===== src/ebtu_params.svh =====
/*
  constants for the external bus transfer unit: size codes, offsets,
  port widths, address width and monitor timer width and values.
  assumes a single 100 MHz bus clock; included by the package, ebtu_core and ebtu_lane_mux.
*/
`ifndef EBTU_PARAMS_SVH
`define EBTU_PARAMS_SVH
`define EBTU_SIZ_LONG   2'h0
`define EBTU_SIZ_BYTE   2'h1
`define EBTU_SIZ_WORD   2'h2
`define EBTU_SIZ_LINE   2'h3
`define EBTU_PORT_32    2'h0
`define EBTU_PORT_16    2'h1
`define EBTU_PORT_8     2'h2
`define EBTU_OFS_0      2'h0
`define EBTU_OFS_1      2'h1
`define EBTU_OFS_2      2'h2
`define EBTU_OFS_3      2'h3
`define EBTU_ADDR_W     28
`define EBTU_TMR_W      16
`define EBTU_ONE_TMR    16'h0001
`define EBTU_ZERO_TMR   16'h0000
`endif


===== src/ebtu_pkg.sv =====
/*
  types for the external bus transfer unit.
  assumes ebtu_params.svh is on the include path.
*/
`include "ebtu_params.svh"
package ebtu_pkg;
  typedef logic [1:0]                 ebtu_siz_t;
  typedef logic [1:0]                 ebtu_port_t;
  typedef logic [`EBTU_ADDR_W-1:0]    ebtu_addr_t;
  typedef logic [`EBTU_TMR_W-1:0]     ebtu_tmr_t;
  typedef enum logic [1:0] {
    EBTU_IDLE  = 2'b00,
    EBTU_START = 2'b01,
    EBTU_WAIT  = 2'b10
  } ebtu_state_e;
endpackage


===== src/ebtu_core.sv =====
/*
  external bus transfer unit: single, non-burst read and write bus cycles
  with wait states, bus monitor timeout and port-width splitting.
  assumes synchronous slave inputs and a requester that drops its request
  in the clock after req_ready takes it.
*/
`timescale 1ns/100ps
`include "ebtu_params.svh"
module ebtu_core
  import ebtu_pkg::*;
(
  // clock and reset
  input  wire logic                 clk,
  input  wire logic                 srst,
  // requester side
  input  wire logic                 req_valid,
  output logic                      req_ready,
  input  wire ebtu_pkg::ebtu_addr_t req_addr,
  input  wire ebtu_pkg::ebtu_siz_t  req_size,
  input  wire logic                 req_write,
  input  wire logic                 req_code,
  input  wire logic                 req_super,
  input  wire logic [1:0]           req_class,
  input  wire ebtu_pkg::ebtu_port_t req_port,
  input  wire logic [31:0]          req_wdata,
  output logic                      done,
  output logic                      bus_error,
  output logic [31:0]               rd_data,
  // bus monitor
  input  wire logic                 mon_enable,
  input  wire ebtu_pkg::ebtu_tmr_t  mon_limit,
  // external bus
  output logic [`EBTU_ADDR_W-1:0]   addr,
  output logic [1:0]                access_class,
  output logic                      access_mode_bit,
  output logic                      rd_wr,
  output logic [1:0]                xfer_size_code,
  output logic                      transfer_start_n,
  input  wire logic                 transfer_ack_n,
  input  wire logic [31:0]          data_in,
  output logic [31:0]               data_out,
  output logic                      data_oe
);
  import ebtu_pkg::*;

  ebtu_state_e state_reg, state_next;
  ebtu_addr_t  addr_reg, addr_next;
  ebtu_siz_t   siz_reg, siz_next;
  ebtu_port_t  port_reg, port_next;
  logic        wr_reg, wr_next;
  logic        code_reg, code_next;
  logic        sup_reg, sup_next;
  logic [1:0]  cls_reg, cls_next;
  logic [31:0] op_reg, op_next;
  logic [31:0] rbuf_reg, rbuf_next;
  logic [31:0] rd_reg, rd_next;
  logic        done_reg, done_next;
  logic        err_reg, err_next;
  ebtu_tmr_t   tmr_reg, tmr_next;
  logic [31:0] lane_out;
  logic [31:0] lane_rd;
  logic [3:0]  lane_keep;
  logic [1:0]  step;
  logic        last_beat;
  logic        ack;
  logic        timeout;

  assign ack = ~transfer_ack_n;

  ebtu_lane_mux u_mux (
    .siz      (siz_reg),
    .ofs      (addr_reg[1:0]),
    .port     (port_reg),
    .wr_op    (op_reg),
    .bus_in   (data_in),
    .bus_out  (lane_out),
    .rd_merge (lane_rd),
    .rd_keep  (lane_keep)
  );

  // the next beat offset stays aligned to the port width, so an
  // illegal size/offset pair is never formed; the operand size code is kept
  // since burst-inhibited ports carry the beat size instead (see below)
  always_comb begin
    step      = 2'h1;
    last_beat = 1'b1;
    if (port_reg == `EBTU_PORT_16) begin
      step      = 2'h2;
      last_beat = (siz_reg == `EBTU_SIZ_BYTE) || (siz_reg == `EBTU_SIZ_WORD) ||
                  (addr_reg[1:0] == `EBTU_OFS_2);
    end else if (port_reg == `EBTU_PORT_8) begin
      unique case (siz_reg)
        `EBTU_SIZ_BYTE: last_beat = 1'b1;
        `EBTU_SIZ_WORD: last_beat = addr_reg[0];
        default:        last_beat = (addr_reg[1:0] == `EBTU_OFS_3);
      endcase
    end
  end

  // limit is a level input; a change also lands on a cycle already in flight
  assign timeout = mon_enable && (tmr_reg >= mon_limit);

  always_comb begin
    state_next = state_reg;
    addr_next  = addr_reg;
    siz_next   = siz_reg;
    port_next  = port_reg;
    wr_next    = wr_reg;
    code_next  = code_reg;
    sup_next   = sup_reg;
    cls_next   = cls_reg;
    op_next    = op_reg;
    rbuf_next  = rbuf_reg;
    rd_next    = rd_reg;
    done_next  = 1'b0;
    err_next   = 1'b0;
    tmr_next   = tmr_reg;
    unique case (state_reg)
      EBTU_IDLE: begin
        if (req_valid) begin
          state_next = EBTU_START;
          addr_next  = req_addr;
          siz_next   = req_size;
          port_next  = req_port;
          wr_next    = req_write;
          code_next  = req_code;
          sup_next   = req_super;
          cls_next   = req_class;
          op_next    = req_wdata;
          rbuf_next  = 32'h00000000;
          tmr_next   = `EBTU_ZERO_TMR;
        end
      end
      // start lasts this one clock only
      EBTU_START: begin
        state_next = EBTU_WAIT;
        tmr_next   = `EBTU_ONE_TMR;
      end
      EBTU_WAIT: begin
        tmr_next = tmr_reg + `EBTU_ONE_TMR;
        // sample acknowledge every edge; hold cycle while negated
        if (ack) begin
          for (int i = 0; i < 4; i++) begin
            if (lane_keep[i]) rbuf_next[8*i +: 8] = lane_rd[8*i +: 8];
          end
          if (last_beat) begin
            state_next = EBTU_IDLE;
            done_next  = 1'b1;
            rd_next    = rbuf_next;
          end else begin
            // next beat of a split transfer
            state_next = EBTU_START;
            addr_next  = {addr_reg[`EBTU_ADDR_W-1:2], addr_reg[1:0] + step};
          end
        end else if (timeout) begin
          // monitor expiry ends the cycle with an internal error
          state_next = EBTU_IDLE;
          done_next  = 1'b1;
          err_next   = 1'b1;
        end
      end
      default: state_next = EBTU_IDLE;
    endcase
  end

  always_ff @(posedge clk) begin
    if (srst) begin
      state_reg <= EBTU_IDLE;
      addr_reg  <= '0;
      siz_reg   <= `EBTU_SIZ_BYTE;
      port_reg  <= `EBTU_PORT_32;
      wr_reg    <= 1'b0;
      code_reg  <= 1'b0;
      sup_reg   <= 1'b0;
      cls_reg   <= 2'h0;
      op_reg    <= 32'h00000000;
      rbuf_reg  <= 32'h00000000;
      rd_reg    <= 32'h00000000;
      done_reg  <= 1'b0;
      err_reg   <= 1'b0;
      tmr_reg   <= `EBTU_ZERO_TMR;
    end else begin
      state_reg <= state_next;
      addr_reg  <= addr_next;
      siz_reg   <= siz_next;
      port_reg  <= port_next;
      wr_reg    <= wr_next;
      code_reg  <= code_next;
      sup_reg   <= sup_next;
      cls_reg   <= cls_next;
      op_reg    <= op_next;
      rbuf_reg  <= rbuf_next;
      rd_reg    <= rd_next;
      done_reg  <= done_next;
      err_reg   <= err_next;
      tmr_reg   <= tmr_next;
    end
  end

  // bus outputs come straight from held registers
  assign addr             = addr_reg;
  assign access_class     = cls_reg;
  assign rd_wr            = ~wr_reg;
  assign transfer_start_n = ~(state_reg == EBTU_START);
  // code/data in first clock; privilege afterwards
  assign access_mode_bit  = (state_reg == EBTU_START) ? code_reg : sup_reg;
  // operand size code; inhibited narrow ports carry beat size
  always_comb begin
    xfer_size_code = siz_reg;
    if (port_reg == `EBTU_PORT_8)
      xfer_size_code = `EBTU_SIZ_BYTE;
    else if (port_reg == `EBTU_PORT_16 && siz_reg != `EBTU_SIZ_BYTE)
      xfer_size_code = `EBTU_SIZ_WORD;
  end
  // lanes stay zero on reads so nothing stale sits on a shared bus
  assign data_out  = wr_reg ? lane_out : 32'h00000000;
  assign data_oe   = wr_reg && (state_reg != EBTU_IDLE);
  assign req_ready = (state_reg == EBTU_IDLE);
  assign done      = done_reg;
  assign bus_error = err_reg;
  assign rd_data   = rd_reg;

  a_start_one_clk: assert property (@(posedge clk) disable iff (srst)
    !transfer_start_n |=> transfer_start_n)
    else $error("start held longer than one clock");
  a_start_no_wait: assert property (@(posedge clk) disable iff (srst)
    (state_reg == EBTU_WAIT && transfer_ack_n && !timeout) |=> transfer_start_n)
    else $error("start during wait state");
  a_addr_stable: assert property (@(posedge clk) disable iff (srst)
    (state_reg == EBTU_WAIT && transfer_ack_n) |=> $stable(addr) && $stable(xfer_size_code))
    else $error("address moved during wait");
  a_dir_read: assert property (@(posedge clk) disable iff (srst)
    (!transfer_start_n && !wr_reg) |-> rd_wr)
    else $error("read without direction high");
  a_dir_write: assert property (@(posedge clk) disable iff (srst)
    (!transfer_start_n && wr_reg) |-> !rd_wr && data_oe)
    else $error("write without direction low");
  a_mode_second: assert property (@(posedge clk) disable iff (srst)
    (!transfer_start_n) |=> (access_mode_bit == sup_reg))
    else $error("access mode not privilege in second clock");
  a_long_size: assert property (@(posedge clk) disable iff (srst)
    (!transfer_start_n && siz_reg == `EBTU_SIZ_LONG && port_reg == `EBTU_PORT_32) |->
      xfer_size_code == `EBTU_SIZ_LONG)
    else $error("longword size code not zero");
  a_ack_done: assert property (@(posedge clk) disable iff (srst)
    (state_reg == EBTU_WAIT && ack && last_beat) |=> done && !bus_error)
    else $error("acknowledge did not complete");
  a_timeout_err: assert property (@(posedge clk) disable iff (srst)
    (state_reg == EBTU_WAIT && !ack && timeout) |=> bus_error ##1 !bus_error)
    else $error("monitor expiry without bus error");
  a_split_16: assert property (@(posedge clk) disable iff (srst)
    (state_reg == EBTU_WAIT && ack && port_reg == `EBTU_PORT_16 &&
     siz_reg == `EBTU_SIZ_LONG && addr_reg[1:0] == `EBTU_OFS_0) |=>
      !transfer_start_n && addr[1:0] == `EBTU_OFS_2)
    else $error("longword to 16-bit port not split");
  a_start_taken: assert property (@(posedge clk) disable iff (srst)
    (req_valid && req_ready) |=> !transfer_start_n)
    else $error("request taken without start");
  a_word_size: assert property (@(posedge clk) disable iff (srst)
    (!transfer_start_n && siz_reg == `EBTU_SIZ_WORD && port_reg != `EBTU_PORT_8) |->
      xfer_size_code == `EBTU_SIZ_WORD)
    else $error("word size code not two");
  a_legal_beat: assert property (@(posedge clk) disable iff (srst)
    (!transfer_start_n && port_reg != `EBTU_PORT_8) |->
      !(xfer_size_code == `EBTU_SIZ_WORD && addr[0]) &&
      !(port_reg == `EBTU_PORT_32 && xfer_size_code inside {`EBTU_SIZ_LONG, `EBTU_SIZ_LINE} &&
        addr[1:0] != `EBTU_OFS_0))
    else $error("illegal size and offset on the bus");
  a_data_hold: assert property (@(posedge clk) disable iff (srst)
    (wr_reg && (state_reg == EBTU_START || (state_reg == EBTU_WAIT && transfer_ack_n && !timeout))) |=>
      data_oe && $stable(data_out))
    else $error("write data moved during wait");
  a_ctrl_hold: assert property (@(posedge clk) disable iff (srst)
    (state_reg == EBTU_WAIT && transfer_ack_n) |=> $stable(access_class) && $stable(rd_wr))
    else $error("controls moved during wait");
  a_read_quiet: assert property (@(posedge clk) disable iff (srst)
    (!transfer_start_n && !wr_reg) |-> !data_oe && data_out == 32'h00000000)
    else $error("read cycle drives data lanes");

  // own count of clocks since start, so the monitor timer is not judged by itself
  ebtu_tmr_t   chk_wait_reg, chk_wait_next;
  always_comb begin
    chk_wait_next = chk_wait_reg;
    if (!transfer_start_n)
      chk_wait_next = `EBTU_ONE_TMR;
    else if (state_reg == EBTU_WAIT)
      chk_wait_next = chk_wait_reg + `EBTU_ONE_TMR;
  end
  always_ff @(posedge clk) begin
    if (srst)
      chk_wait_reg <= `EBTU_ZERO_TMR;
    else
      chk_wait_reg <= chk_wait_next;
  end
  a_no_early_err: assert property (@(posedge clk) disable iff (srst)
    (state_reg == EBTU_WAIT && chk_wait_reg < mon_limit) |=> !bus_error)
    else $error("bus error before monitor time");
  c_split: cover property (@(posedge clk) disable iff (srst)
    !transfer_start_n && port_reg == `EBTU_PORT_16 && addr[1:0] == `EBTU_OFS_2);
  c_read: cover property (@(posedge clk) disable iff (srst) done && !wr_reg && !bus_error);
  c_write: cover property (@(posedge clk) disable iff (srst) done && wr_reg);
  c_waits: cover property (@(posedge clk) disable iff (srst)
    state_reg == EBTU_WAIT && transfer_ack_n ##1 state_reg == EBTU_WAIT && ack);
  c_error: cover property (@(posedge clk) disable iff (srst) bus_error);
endmodule


===== src/ebtu_lane_mux.sv =====
/*
  write lane multiplexer and read lane extractor for one bus beat.
  assumes beats are already legal for the port; pure combinational.
*/
`timescale 1ns/100ps
`include "ebtu_params.svh"
module ebtu_lane_mux
  import ebtu_pkg::*;
(
  // beat description
  input  wire ebtu_pkg::ebtu_siz_t  siz,
  input  wire logic [1:0]           ofs,
  input  wire ebtu_pkg::ebtu_port_t port,
  // operand and bus lanes
  input  wire logic [31:0]          wr_op,
  input  wire logic [31:0]          bus_in,
  output logic [31:0]               bus_out,
  output logic [31:0]               rd_merge,
  output logic [3:0]                rd_keep
);
  logic [7:0] op0, op1, op2, op3;
  always_comb begin
    op0 = wr_op[31:24];
    op1 = wr_op[23:16];
    op2 = wr_op[15:8];
    op3 = wr_op[7:0];
    bus_out = 32'h00000000;
    // replicate so any port width finds its byte on its lanes
    unique case (siz)
      `EBTU_SIZ_BYTE: bus_out = {op3, op3, op3, op3};
      `EBTU_SIZ_WORD: begin
        if (ofs[0]) bus_out = {op3, 24'h000000};
        else        bus_out = {op2, op3, op2, op3};
      end
      default: begin
        unique case (ofs)
          `EBTU_OFS_0: bus_out = {op0, op1, op2, op3};
          `EBTU_OFS_1: bus_out = {op1, 24'h000000};
          `EBTU_OFS_2: bus_out = {op2, op3, op2, op3};
          default:     bus_out = {op3, 24'h000000};
        endcase
      end
    endcase
  end
  // pick only lanes that carry requested bytes; others stay masked
  always_comb begin
    rd_merge = 32'h00000000;
    rd_keep  = 4'h0;
    if (port == `EBTU_PORT_8) begin
      rd_merge[8*(3-ofs) +: 8] = bus_in[31:24];
      rd_keep[3-ofs] = 1'b1;
    end else if (port == `EBTU_PORT_16) begin
      rd_merge[8*(2-{ofs[1],1'b0}) +: 16] = bus_in[31:16];
      rd_keep[3-{ofs[1],1'b0}] = 1'b1;
      rd_keep[2-{ofs[1],1'b0}] = 1'b1;
      if (siz == `EBTU_SIZ_BYTE) rd_keep[2+ofs[0]-{ofs[1],1'b0}] = 1'b0;
    end else begin
      rd_merge = bus_in;
      unique case (siz)
        `EBTU_SIZ_BYTE: rd_keep[3-ofs] = 1'b1;
        `EBTU_SIZ_WORD: rd_keep = ofs[1] ? 4'h3 : 4'hC;
        default:        rd_keep = 4'hF;
      endcase
    end
  end
endmodule


===== config.mk =====
export PLATFORM = sky130hd
export DESIGN_NAME = ebtu_core
export DESIGN_NICKNAME = d
export VERILOG_FILES = /design/src/ebtu_pkg.sv /design/src/ebtu_core.sv /design/src/ebtu_lane_mux.sv
export VERILOG_INCLUDE_DIRS = /design/src
export SDC_FILE = /design/constraint.sdc
export NUM_CORES = 1
export LEC_CHECK = 0
export ABC_AREA = 1
export BUFFER_PORTS_ARGS = -buffer_cell sky130_fd_sc_hd__buf_2
export CORE_ASPECT_RATIO = 1.1
export CORE_UTILIZATION = 45
export CTS_BUF_LIST = sky130_fd_sc_hd__clkbuf_8 sky130_fd_sc_hd__clkbuf_16
export DETAILED_ROUTE_END_ITERATION = 10
export PLACE_DENSITY = 0.7
export SLEW_MARGIN = 20
export SYNTH_ARGS = -nofsm -noshare
export SYNTH_HDL_FRONTEND = slang
export SYNTH_SLANG_ARGS = --single-unit
export TNS_END_PERCENT = 1

===== constraint.sdc =====
create_clock -name clk -period 3.85 [get_ports clk]
set_input_delay 0.5775 -clock clk [delete_from_list [all_inputs] [get_ports clk]]
set_output_delay 0.5775 -clock clk [all_outputs]
set_load 0.02 [all_outputs]

======== Word-level counts from Yosys, hierarchy flattened ========
Index checks and enable logic that the tools add are counted.
storage, ports and cells
  input bits .............................. 122
  flip-flop bits (word level) ............. 153
  logic and storage cells ................. 130
  output and inout bits ................... 103
operators by class
  magnitude comparators ................... 9
  equality and inequality tests ........... 14
  reduce and logical (&&, ||, !) cells .... 23
  shifts and indexed selects .............. 4
  bitwise operators ....................... 9
  $add $sub $neg .......................... 9
  muxes and demuxes ....................... 47
operator list
  cell                                                                count
  2-to-1 mux 32 bit                                                   6
  greater-or-equal comparator 32 x 1 -> 1 bit, second input constant  4
  less-than comparator 32 x 3 -> 1 bit, second input constant         4
  case mux 32 bit (2 select lines)                                    2
  case mux 32 bit (3 select lines)                                    1
  negation 32 -> 34 bit                                               2
  bitwise AND 32 bit                                                  2
  case mux 28 bit (2 select lines)                                    1
  case mux 16 bit (3 select lines)                                    1
  variable shift 16 x 34 -> 32 bit, first input constant              1
  variable shift 8 x 34 -> 32 bit, first input constant               1
  indexed part select 16 x 34 -> 32 bit                               1
  indexed part select 8 x 34 -> 32 bit                                1
  2-to-1 mux 8 bit                                                    4
  subtractor 32 x 2 -> 32 bit                                         1
  2-to-1 mux 28 bit                                                   1
  adder 16 x 1 -> 16 bit, second input constant                       1
  greater-or-equal comparator 16 bit                                  1
  2-to-1 mux 16 bit                                                   1
  2-to-1 mux 2 bit                                                    8
  2-to-1 mux 4 bit                                                    4
  2-to-1 mux 1 bit                                                    11
  equality test 2 bit, second input constant                          5
  AND reduction 3 bit                                                 3
  other kinds (24)                                                    48

======== Longest topological paths before layout ========
Gate-level depths: netlist (run 1).
  depth after elaboration ................. 14
  gate-level depth with buffers ........... 16
  mapped depth without buffers ............ 16

======== Hierarchy ========
From an unflattened synthesis (run 1), not the netlist that was laid out.
second synthesis, totals
  cells, all modules ...................... 1359
  area total of the unflattened synthesis .. 8775.9 µm²
by module, submodules not included
  module         cells each  instances  area each (µm²)
  ebtu_core      970         1          6846.6
  ebtu_lane_mux  389         1          1929.4

======== Worst setup path after synthesis (run 1) ========
No wires, ideal clock.
  kind .................................... reg2out
  from .................................... register addr_reg[0] (netlist: addr[0])
  to ...................................... output data_out[6]
  stages on the path, launching flop included .. 11
  setup slack ............................. 0.726 ns
  buffers on the path ..................... 4
  arrival time ............................ 2.546 ns
  cell sequence ........................... dfxtp_1 buf_2 inv_1 clkbuf_1 ha_1 clkbuf_1 inv_1 nand2_1 nand2_1 clkbuf_1 nor3b_1
between the ends
  longest elaborated chain between the ends .. 4
  elaborated cells on any way between the ends .. 7
RTL lines
  what                                               RTL line             text
  start, declared                                    ebtu_core.sv:47      ebtu_addr_t addr_reg, addr_next;
  start signal, assigned                             ebtu_core.sv:184     addr_reg <= addr_next;
  equality test 2 bit, or another cell as far along  ebtu_lane_mux.sv:36  unique case (ofs)
  case mux 32 bit (3 select lines)                   ebtu_lane_mux.sv:36
  case mux 32 bit (2 select lines) *                 ebtu_lane_mux.sv:29  unique case (siz)
  2-to-1 mux 32 bit *                                ebtu_core.sv:216     assign data_out = wr_reg ? lane_out : 32'h00000000;
  end, declared                                      ebtu_core.sv:41      output logic [31:0] data_out,
Every way passes the cells marked *; elsewhere a longest branch is shown, timed or not.

======== Final worst setup path (run 1) ========
  from .................................... register addr_reg[0] (netlist: addr[0])
  to ...................................... output data_out[20]
The elaborated chain is that of the path after synthesis.

==> flow_summary.yaml, run 1 <==
worst_setup_path:
  r2r_slack_ps: 820
  critPathMaxStageDelay_ps: 490
  startpoint_type: "flip-flop"
  timing.critical_path.mode_cell: "inv_1"
  timing_worst_setup_path_type: "flip-flop to output pin"
  crit_required_ps: 3270
  end_kind: "output pin"
  worstPathMaxFanout: 17
  worstPathArrival_ps: 2870
  path_cells: "inv_1, ha_1, inv_1, nor2_1, a22oi_1, nor3_1, buf_2"
  crit_path_top_delay_cell: "ha_1"
timing:
  hold_viol: 0
  rsz0062_at_grt: "no"
  fin_ws_ps: 399
  clock.fmax_ghz: 0.290
  worst_slew_pin_slew_ps: 1010
  whs_ps: 356
  final.setup.tns_ps: 0
  final-setup-viol-count: 0
  period_share: 0.896
  maxSlewViolCount: 0
  fin_crit_ps: 3450
  finClkSkew_ps: 11.6
  max-slew-margin-rel: 0.324
clocking:
  cts-root-buf: "clkbuf_16"
  clkSlewWorstSetupHoldPaths_ps: 70
  cts_sinks: 153
  cts_max_level: 4
  clkLatencyLatePin_ps: 440
  cts_tree: "done"
  clockBufferDepth: 2
  cts_made_buffers: 17
  holdBufCountCts: 0
global_route:
  met1_usage: 0.338
  met3_usage: 0.0625
  grt_util_met2: 0.443
  grt_first_pass_wirelength_mm: 41.4
  busiest_layer: "met2"
  grt_pass1_vias: 8367
  antenna_found_initial: 2
  grt_remaining_overflow: 0
  gr-usage-all-layers: 0.268
  grt_max_degree: 70
die:
  num_io_pins: 225
  die_w_um: 132
  dieArea_mm2: 0.0191
  initial_core_util: 0.467
  core-area_mm2: 0.0179
  rows: 51
  die_h_um: 145
drt:
  wl_per_cell_um: 14.8
  drtIter0Drc: 616
  drtPass1Iterations: 5
  drtAntennaViolNets: 0
  wirelength_mm: 25.3
  avgViaCountPerCell: 5.19
  drc: 0
  dr_total_vias: 8897
synth:
  synthCells: 1274
  avgSynthCellArea_um2: 6.57
  ys_types: 39
  synth.ff_latch_count: 153
  syn_nets: 1426
  yosysWarningCount: 0
  synth_largest_area_cell: "dfxtp_1"
  syn-cell-area_mm2: 0.00837
  synth_area_leaders: "dfxtp_1, nand2_1, o21ai_0"
  ys_seq_area_frac: 0.366
  synth.top_cell.area_share: 0.366
worst_hold_path:
  hold_path.class: "primary input to flip-flop"
placed_design:
  gp_congestion: 0.933
  place_hpwl_mm: 18.3
  preCtsSetupSlack_ps: 655
  port_buffers: 224
power:
  internal_power_w: 0.00329
  netSwitchingFraction: 0.401
  peakVddDrop_uv: 315
  pwr-share-seq: 0.343
  switching_power_w: 0.00220
  pwr_density_cell_mw_per_mm2: 539
  p_comb_frac: 0.347
  clock_power_share: 0.309
  p_leak_nw: 4.93
outcome:
  outcome: "finished clean"
cells_and_area:
  layout.nets: 1613
  fillCellCount: 1816
  drive_gt1_frac: 0.190
  area_growth_pct: 21.7
flow_run:
  maxCapViolCount: 0
[cell families after synthesis]
logic type      count (synthesis)  share of synthesized area
compound gates                322                      0.208
flops                         153                      0.366
xor+xnor                        1                    0.00105
fa+ha+maj                      30                     0.0449
simple gates                  541                      0.275
buf+inv                       227                      0.105
[layout make-up]
class,count,area (µm²),area share
clock inverters,15,169,0.0166
flip-flops and latches,153,3060,0.301
repair buffers,232,1180,0.116
well taps,238,298,0.0292
inverters,163,612,0.0601
diodes,2,5.00,0.000491
multi-input cells,894,4430,0.435
clock buffers,17,425,0.0418
[power groups by stage]
| stage | Combinational (W) | Clock [W] | Sequential (W) |
|---|---|---|---|
| after detailed placement | 0.00189 | 0 | 0.00191 |
| after CTS | 0.00190 | 0.00173 | 0.00188 |
| after global routing | 0.00212 | 0.00180 | 0.00191 |
| final | 0.00191 | 0.00170 | 0.00188 |
| after global placement | 0.00189 | 0 | 0.00191 |
| after floorplan | 0.00123 | 0 | 0.00197 |
[Yosys cell counts (all sizes together)]
cell,instances
a311oi,1
nand3b,6
xor2,1
nor4,2
a31oi,1
nor2,149
o21a,2
o22ai,1
nand2,249
nor3,33
a22oi,11
a211oi,1
and3,1
and2,8
a21oi,129
o21bai,2
o21ai,155
a221oi,1
buf,19
nor3b,9
o2111a,5
nand4,12
ha,30
nand3,72
inv,162
o211ai,6
dfxtp,153
o31ai,7
clkinv,1
clkbuf,45
[through the flow]
| stage | instance area [µm²] | total power [W] | std cells | utilization |
|---|---|---|---|---|
| floorplan | 8370 | 0.00321 | 1274 | - |
| global placement | 9580 | 0.00380 | 1680 | 0.534 |
| detailed placement | 9580 | 0.00380 | 1680 | 0.534 |
| CTS | 10200 | 0.00551 | 1712 | 0.568 |
| global route | 10200 | 0.00583 | 1714 | 0.568 |
| finish | 10200 | 0.00549 | 1714 | 0.568 |
[timing repair]
item	CTS	global route
gates resized for setup	0	1
buffers inserted	0	0
setup endpoints to repair	0	9
[routing by layer]
metal / up-vias / share of wire
li1: 4555 / -
met5: - / 0
met4: 0 / 0.019
met3: 39 / 0.079
met2: 376 / 0.46
met1: 3927 / 0.44
[final timing paths]
check                                 from                       end  cells past startpoint
hold reg to reg   rbuf_reg[0]$_SDFFE_PP0P_  rbuf_reg[0]$_SDFFE_PP0P_                      2
setup reg to reg      addr[0]$_SDFFE_PP0P_  rd_data[20]$_SDFFE_PP0P_                     11
hold / removal                req_addr[14]     addr[14]$_SDFFE_PP0P_                      3
setup / recovery      addr[0]$_SDFFE_PP0P_              data_out[20]                      7
[cell usage in the layout (no fill, tap or decap), drive strengths merged, types with 4 or more instances in the layout]
| master | count |
|---|---|
| inv | 168 |
| clkinvlp | 4 |
| nor3b | 9 |
| o2111a | 5 |
| clkbuf | 17 |
| clkinv | 4 |
| and2 | 8 |
| nand3b | 6 |
| nor3 | 33 |
| o211ai | 6 |
| nand4 | 12 |
| nor2 | 149 |
| a22oi | 11 |
| ha | 30 |
| o21ai | 155 |
| dfxtp | 153 |
| nand2 | 249 |
| buf | 232 |
| o31ai | 7 |
| nand3 | 72 |
| a21oi | 129 |
[critical path: cells and delay by family (launching register included)]
family / cells / cell delay, ps
buffers and inverters: 3 / 690
and+or+nand+nor: 2 / 670
adders and majority gates: 1 / 490
DFF: 1 / 410
AOI/OAI and AO/OA: 1 / 170
Note: power is estimated with default switching activity, not from simulation.
==> run 2, diff against run 1 <==
--- a/config.mk
+++ b/config.mk
@@ -9,6 +9,7 @@
 export ABC_AREA = 1
 export BUFFER_PORTS_ARGS = -buffer_cell sky130_fd_sc_hd__buf_2
 export CORE_ASPECT_RATIO = 1.1
+export CORE_MARGIN = 5
 export CORE_UTILIZATION = 45
 export CTS_BUF_LIST = sky130_fd_sc_hd__clkbuf_8 sky130_fd_sc_hd__clkbuf_16
 export DETAILED_ROUTE_END_ITERATION = 10
==> constraint.sdc (replaced) <==
create_clock -name clk -period 3.8 [get_ports clk]
set_input_delay 0.57 -clock clk [delete_from_list [all_inputs] [get_ports clk]]
set_output_delay 0.57 -clock clk [all_outputs]
set_load 0.02 [all_outputs]
==> run 2 against run 1 <==
  * Sequential power about the same
  * Via count increased by 0.31%
  * Wire length increased by 2.6%
  * Largest cell class unchanged
==> flow_summary.yaml, run 2 (synthesis gave the netlist of run 1 again) <==
timing:
  final.setup.tns_ps: 0
  fin_crit_ps: 3530
  worst_slew_pin_slew_ps: 985
  maxSlewViolCount: 0
  clock.fmax_ghz: 0.283
  hold_viol: 0
  final-setup-viol-count: 0
  period_share: 0.928
  fin_ws_ps: 273
  whs_ps: 359
  max-slew-margin-rel: 0.343
  rsz0062_at_grt: "no"
  finClkSkew_ps: 6.57
cells_and_area:
  area_growth_pct: 21.4
  final_common_cell: "nand2_1"
  mostFrequentLayoutCells: "nand2_1, buf_2, inv_1"
  layout.nets: 1612
  final_util: 0.554
  drive_gt1_frac: 0.189
clocking:
  cts-root-buf: "clkbuf_16"
  cts_max_level: 4
  clockBufferDepth: 2
  post_cts_buffers: 0
  clkSlewWorstSetupHoldPaths_ps: 70
  cts_made_buffers: 17
  clkLatencyLatePin_ps: 430
  cts_tree: "done"
  cts_sinks: 153
worst_setup_path:
  crit_required_ps: 3230
  startpoint_type: "flip-flop"
  end_kind: "output pin"
  r2r_slack_ps: 770
  rr_endpoint: "rd_data[3]$_SDFFE_PP0P_"
  reg2reg_from: "addr[0]$_SDFFE_PP0P_"
  cp_top_family: "simple AND/OR/NAND/NOR gates"
  worstPathArrival_ps: 2960
  worstPathMaxFanout: 17
  crit_path_top_delay_cell: "ha_1"
  r2r_cells: 11
  cp-startpoint: "addr[0]$_SDFFE_PP0P_"
  cp_num_buf_inv: 2
  path_cells: "inv_1, ha_1, nor2_1, nand2_1, nand2_1, nor3b_1, buf_2"
  timing_worst_setup_path_type: "flip-flop to output pin"
  critPathMaxStageDelay_ps: 490
  timing.critical_path.mode_cell: "nand2_1"
worst_hold_path:
  hold_path_depth: 3
  hp-start: "req_addr[19]"
  hold_path.class: "primary input to flip-flop"
  holdPathEnd: "addr[19]$_SDFFE_PP0P_"
global_route:
  grt_max_degree: 70
  grt_pass1_vias: 8299
  met3_usage: 0.0703
  gr-usage-all-layers: 0.232
  met1_usage: 0.297
  grt_remaining_overflow: 0
  grt_first_pass_wirelength_mm: 41.3
  antenna_found_initial: 3
  busiest_layer: "met2"
  grt_util_met2: 0.376
die:
  die_h_um: 153
  die_w_um: 140
  rows: 52
  initial_core_util: 0.456
  dieArea_mm2: 0.0214
  num_io_pins: 225
  core-area_mm2: 0.0183
outcome:
  outcome: "finished clean"
power:
  pwr_density_cell_mw_per_mm2: 541
  p_leak_nw: 4.91
  peakVddDrop_uv: 340
placed_design:
  place_hpwl_mm: 18.7
  gp_congestion: 0.908
  preCtsSetupSlack_ps: 605
  port_buffers: 224
drt:
  avgViaCountPerCell: 5.20
  wirelength_mm: 26.0
  drtPass1Iterations: 6
  drtIter0Drc: 684
  drtAntennaViolNets: 0
  drc: 0
  wl_per_cell_um: 15.1
  dr_total_vias: 8925
flow_run:
  maxCapViolCount: 0
run 2: cell count changes in the layout (fill, tap and decap cells not counted), sizes merged:
| cell | change |
|---|---|
| diode | -1 |
| clkinvlp | +1 |
| clkinv | -1 |
| bufinv | -1 |
| clkbuf | +2 |
| inv | -1 |
| buf | -1 |
run 2: final cells by class:
| class | count | area, µm² |
|---|---|---|
| Timing Repair Buffer | 231 | 1170 |
| Antenna cell | 1 | 2.50 |
| Sequential cell | 153 | 3060 |
| Fill cell | 1888 | 8190 |
| Inverter | 163 | 612 |
| Multi-Input combinational cell | 894 | 4430 |
| Clock inverter | 13 | 120 |
| Clock buffer | 19 | 453 |
| Tap cell | 243 | 304 |
run 2: worst register-to-register path: stages (launching register included):
cell and delay, ps:
dfxtp_2 520, inv_1 300, ha_1 440, nor2_1 260, inv_1 230, o21ai_1 250
nor2_1 80, nand2_2 50, buf_4 490, a21oi_1 150, o21ai_0 110, inv_1 50
run 2: per-stage QoR:
step | power [W] | instances | instance area (µm²)
floorplan | 0.00325 | 1274 | 8370
global placement | 0.00383 | 1684 | 9580
detailed placement | 0.00385 | 1684 | 9580
CTS | 0.00552 | 1716 | 10200
global route | 0.00583 | 1717 | 10200
finish | 0.00549 | 1717 | 10200
run 2: worst max path at each step:
stage                              end  slack, ps  cells past startpoint
6_report                   data_out[0]        270                      7
5_1_grt                    data_out[0]        130                      7
3_5_place_dp   rd_data[3]$_SDFFE_PP0P_        600                     11
3_3_place_gp               data_out[0]        740                      7
4_1_cts                    data_out[0]        180                      7
2_1_floorplan              data_out[6]        680                     10
run 2: repair_timing:
item / in CTS / in global routing
resized for setup: 0 / 1
hold buffers: 0 / 0
endpoints found under the setup margin: 0 / 19
run 2: power breakdown:
| part | internal (W) | switching, W |
|---|---|---|
| sequential | 0.00177 | 0.000140 |
| clock | 0.000941 | 0.000722 |
| combinational | 0.000576 | 0.00134 |
run 2: per-layer routing:
metal,up-vias,routed length [µm]
li1,4541,-
met1,3967,11000
met2,368,12000
met3,45,2440
met4,4,514
met5,-,22
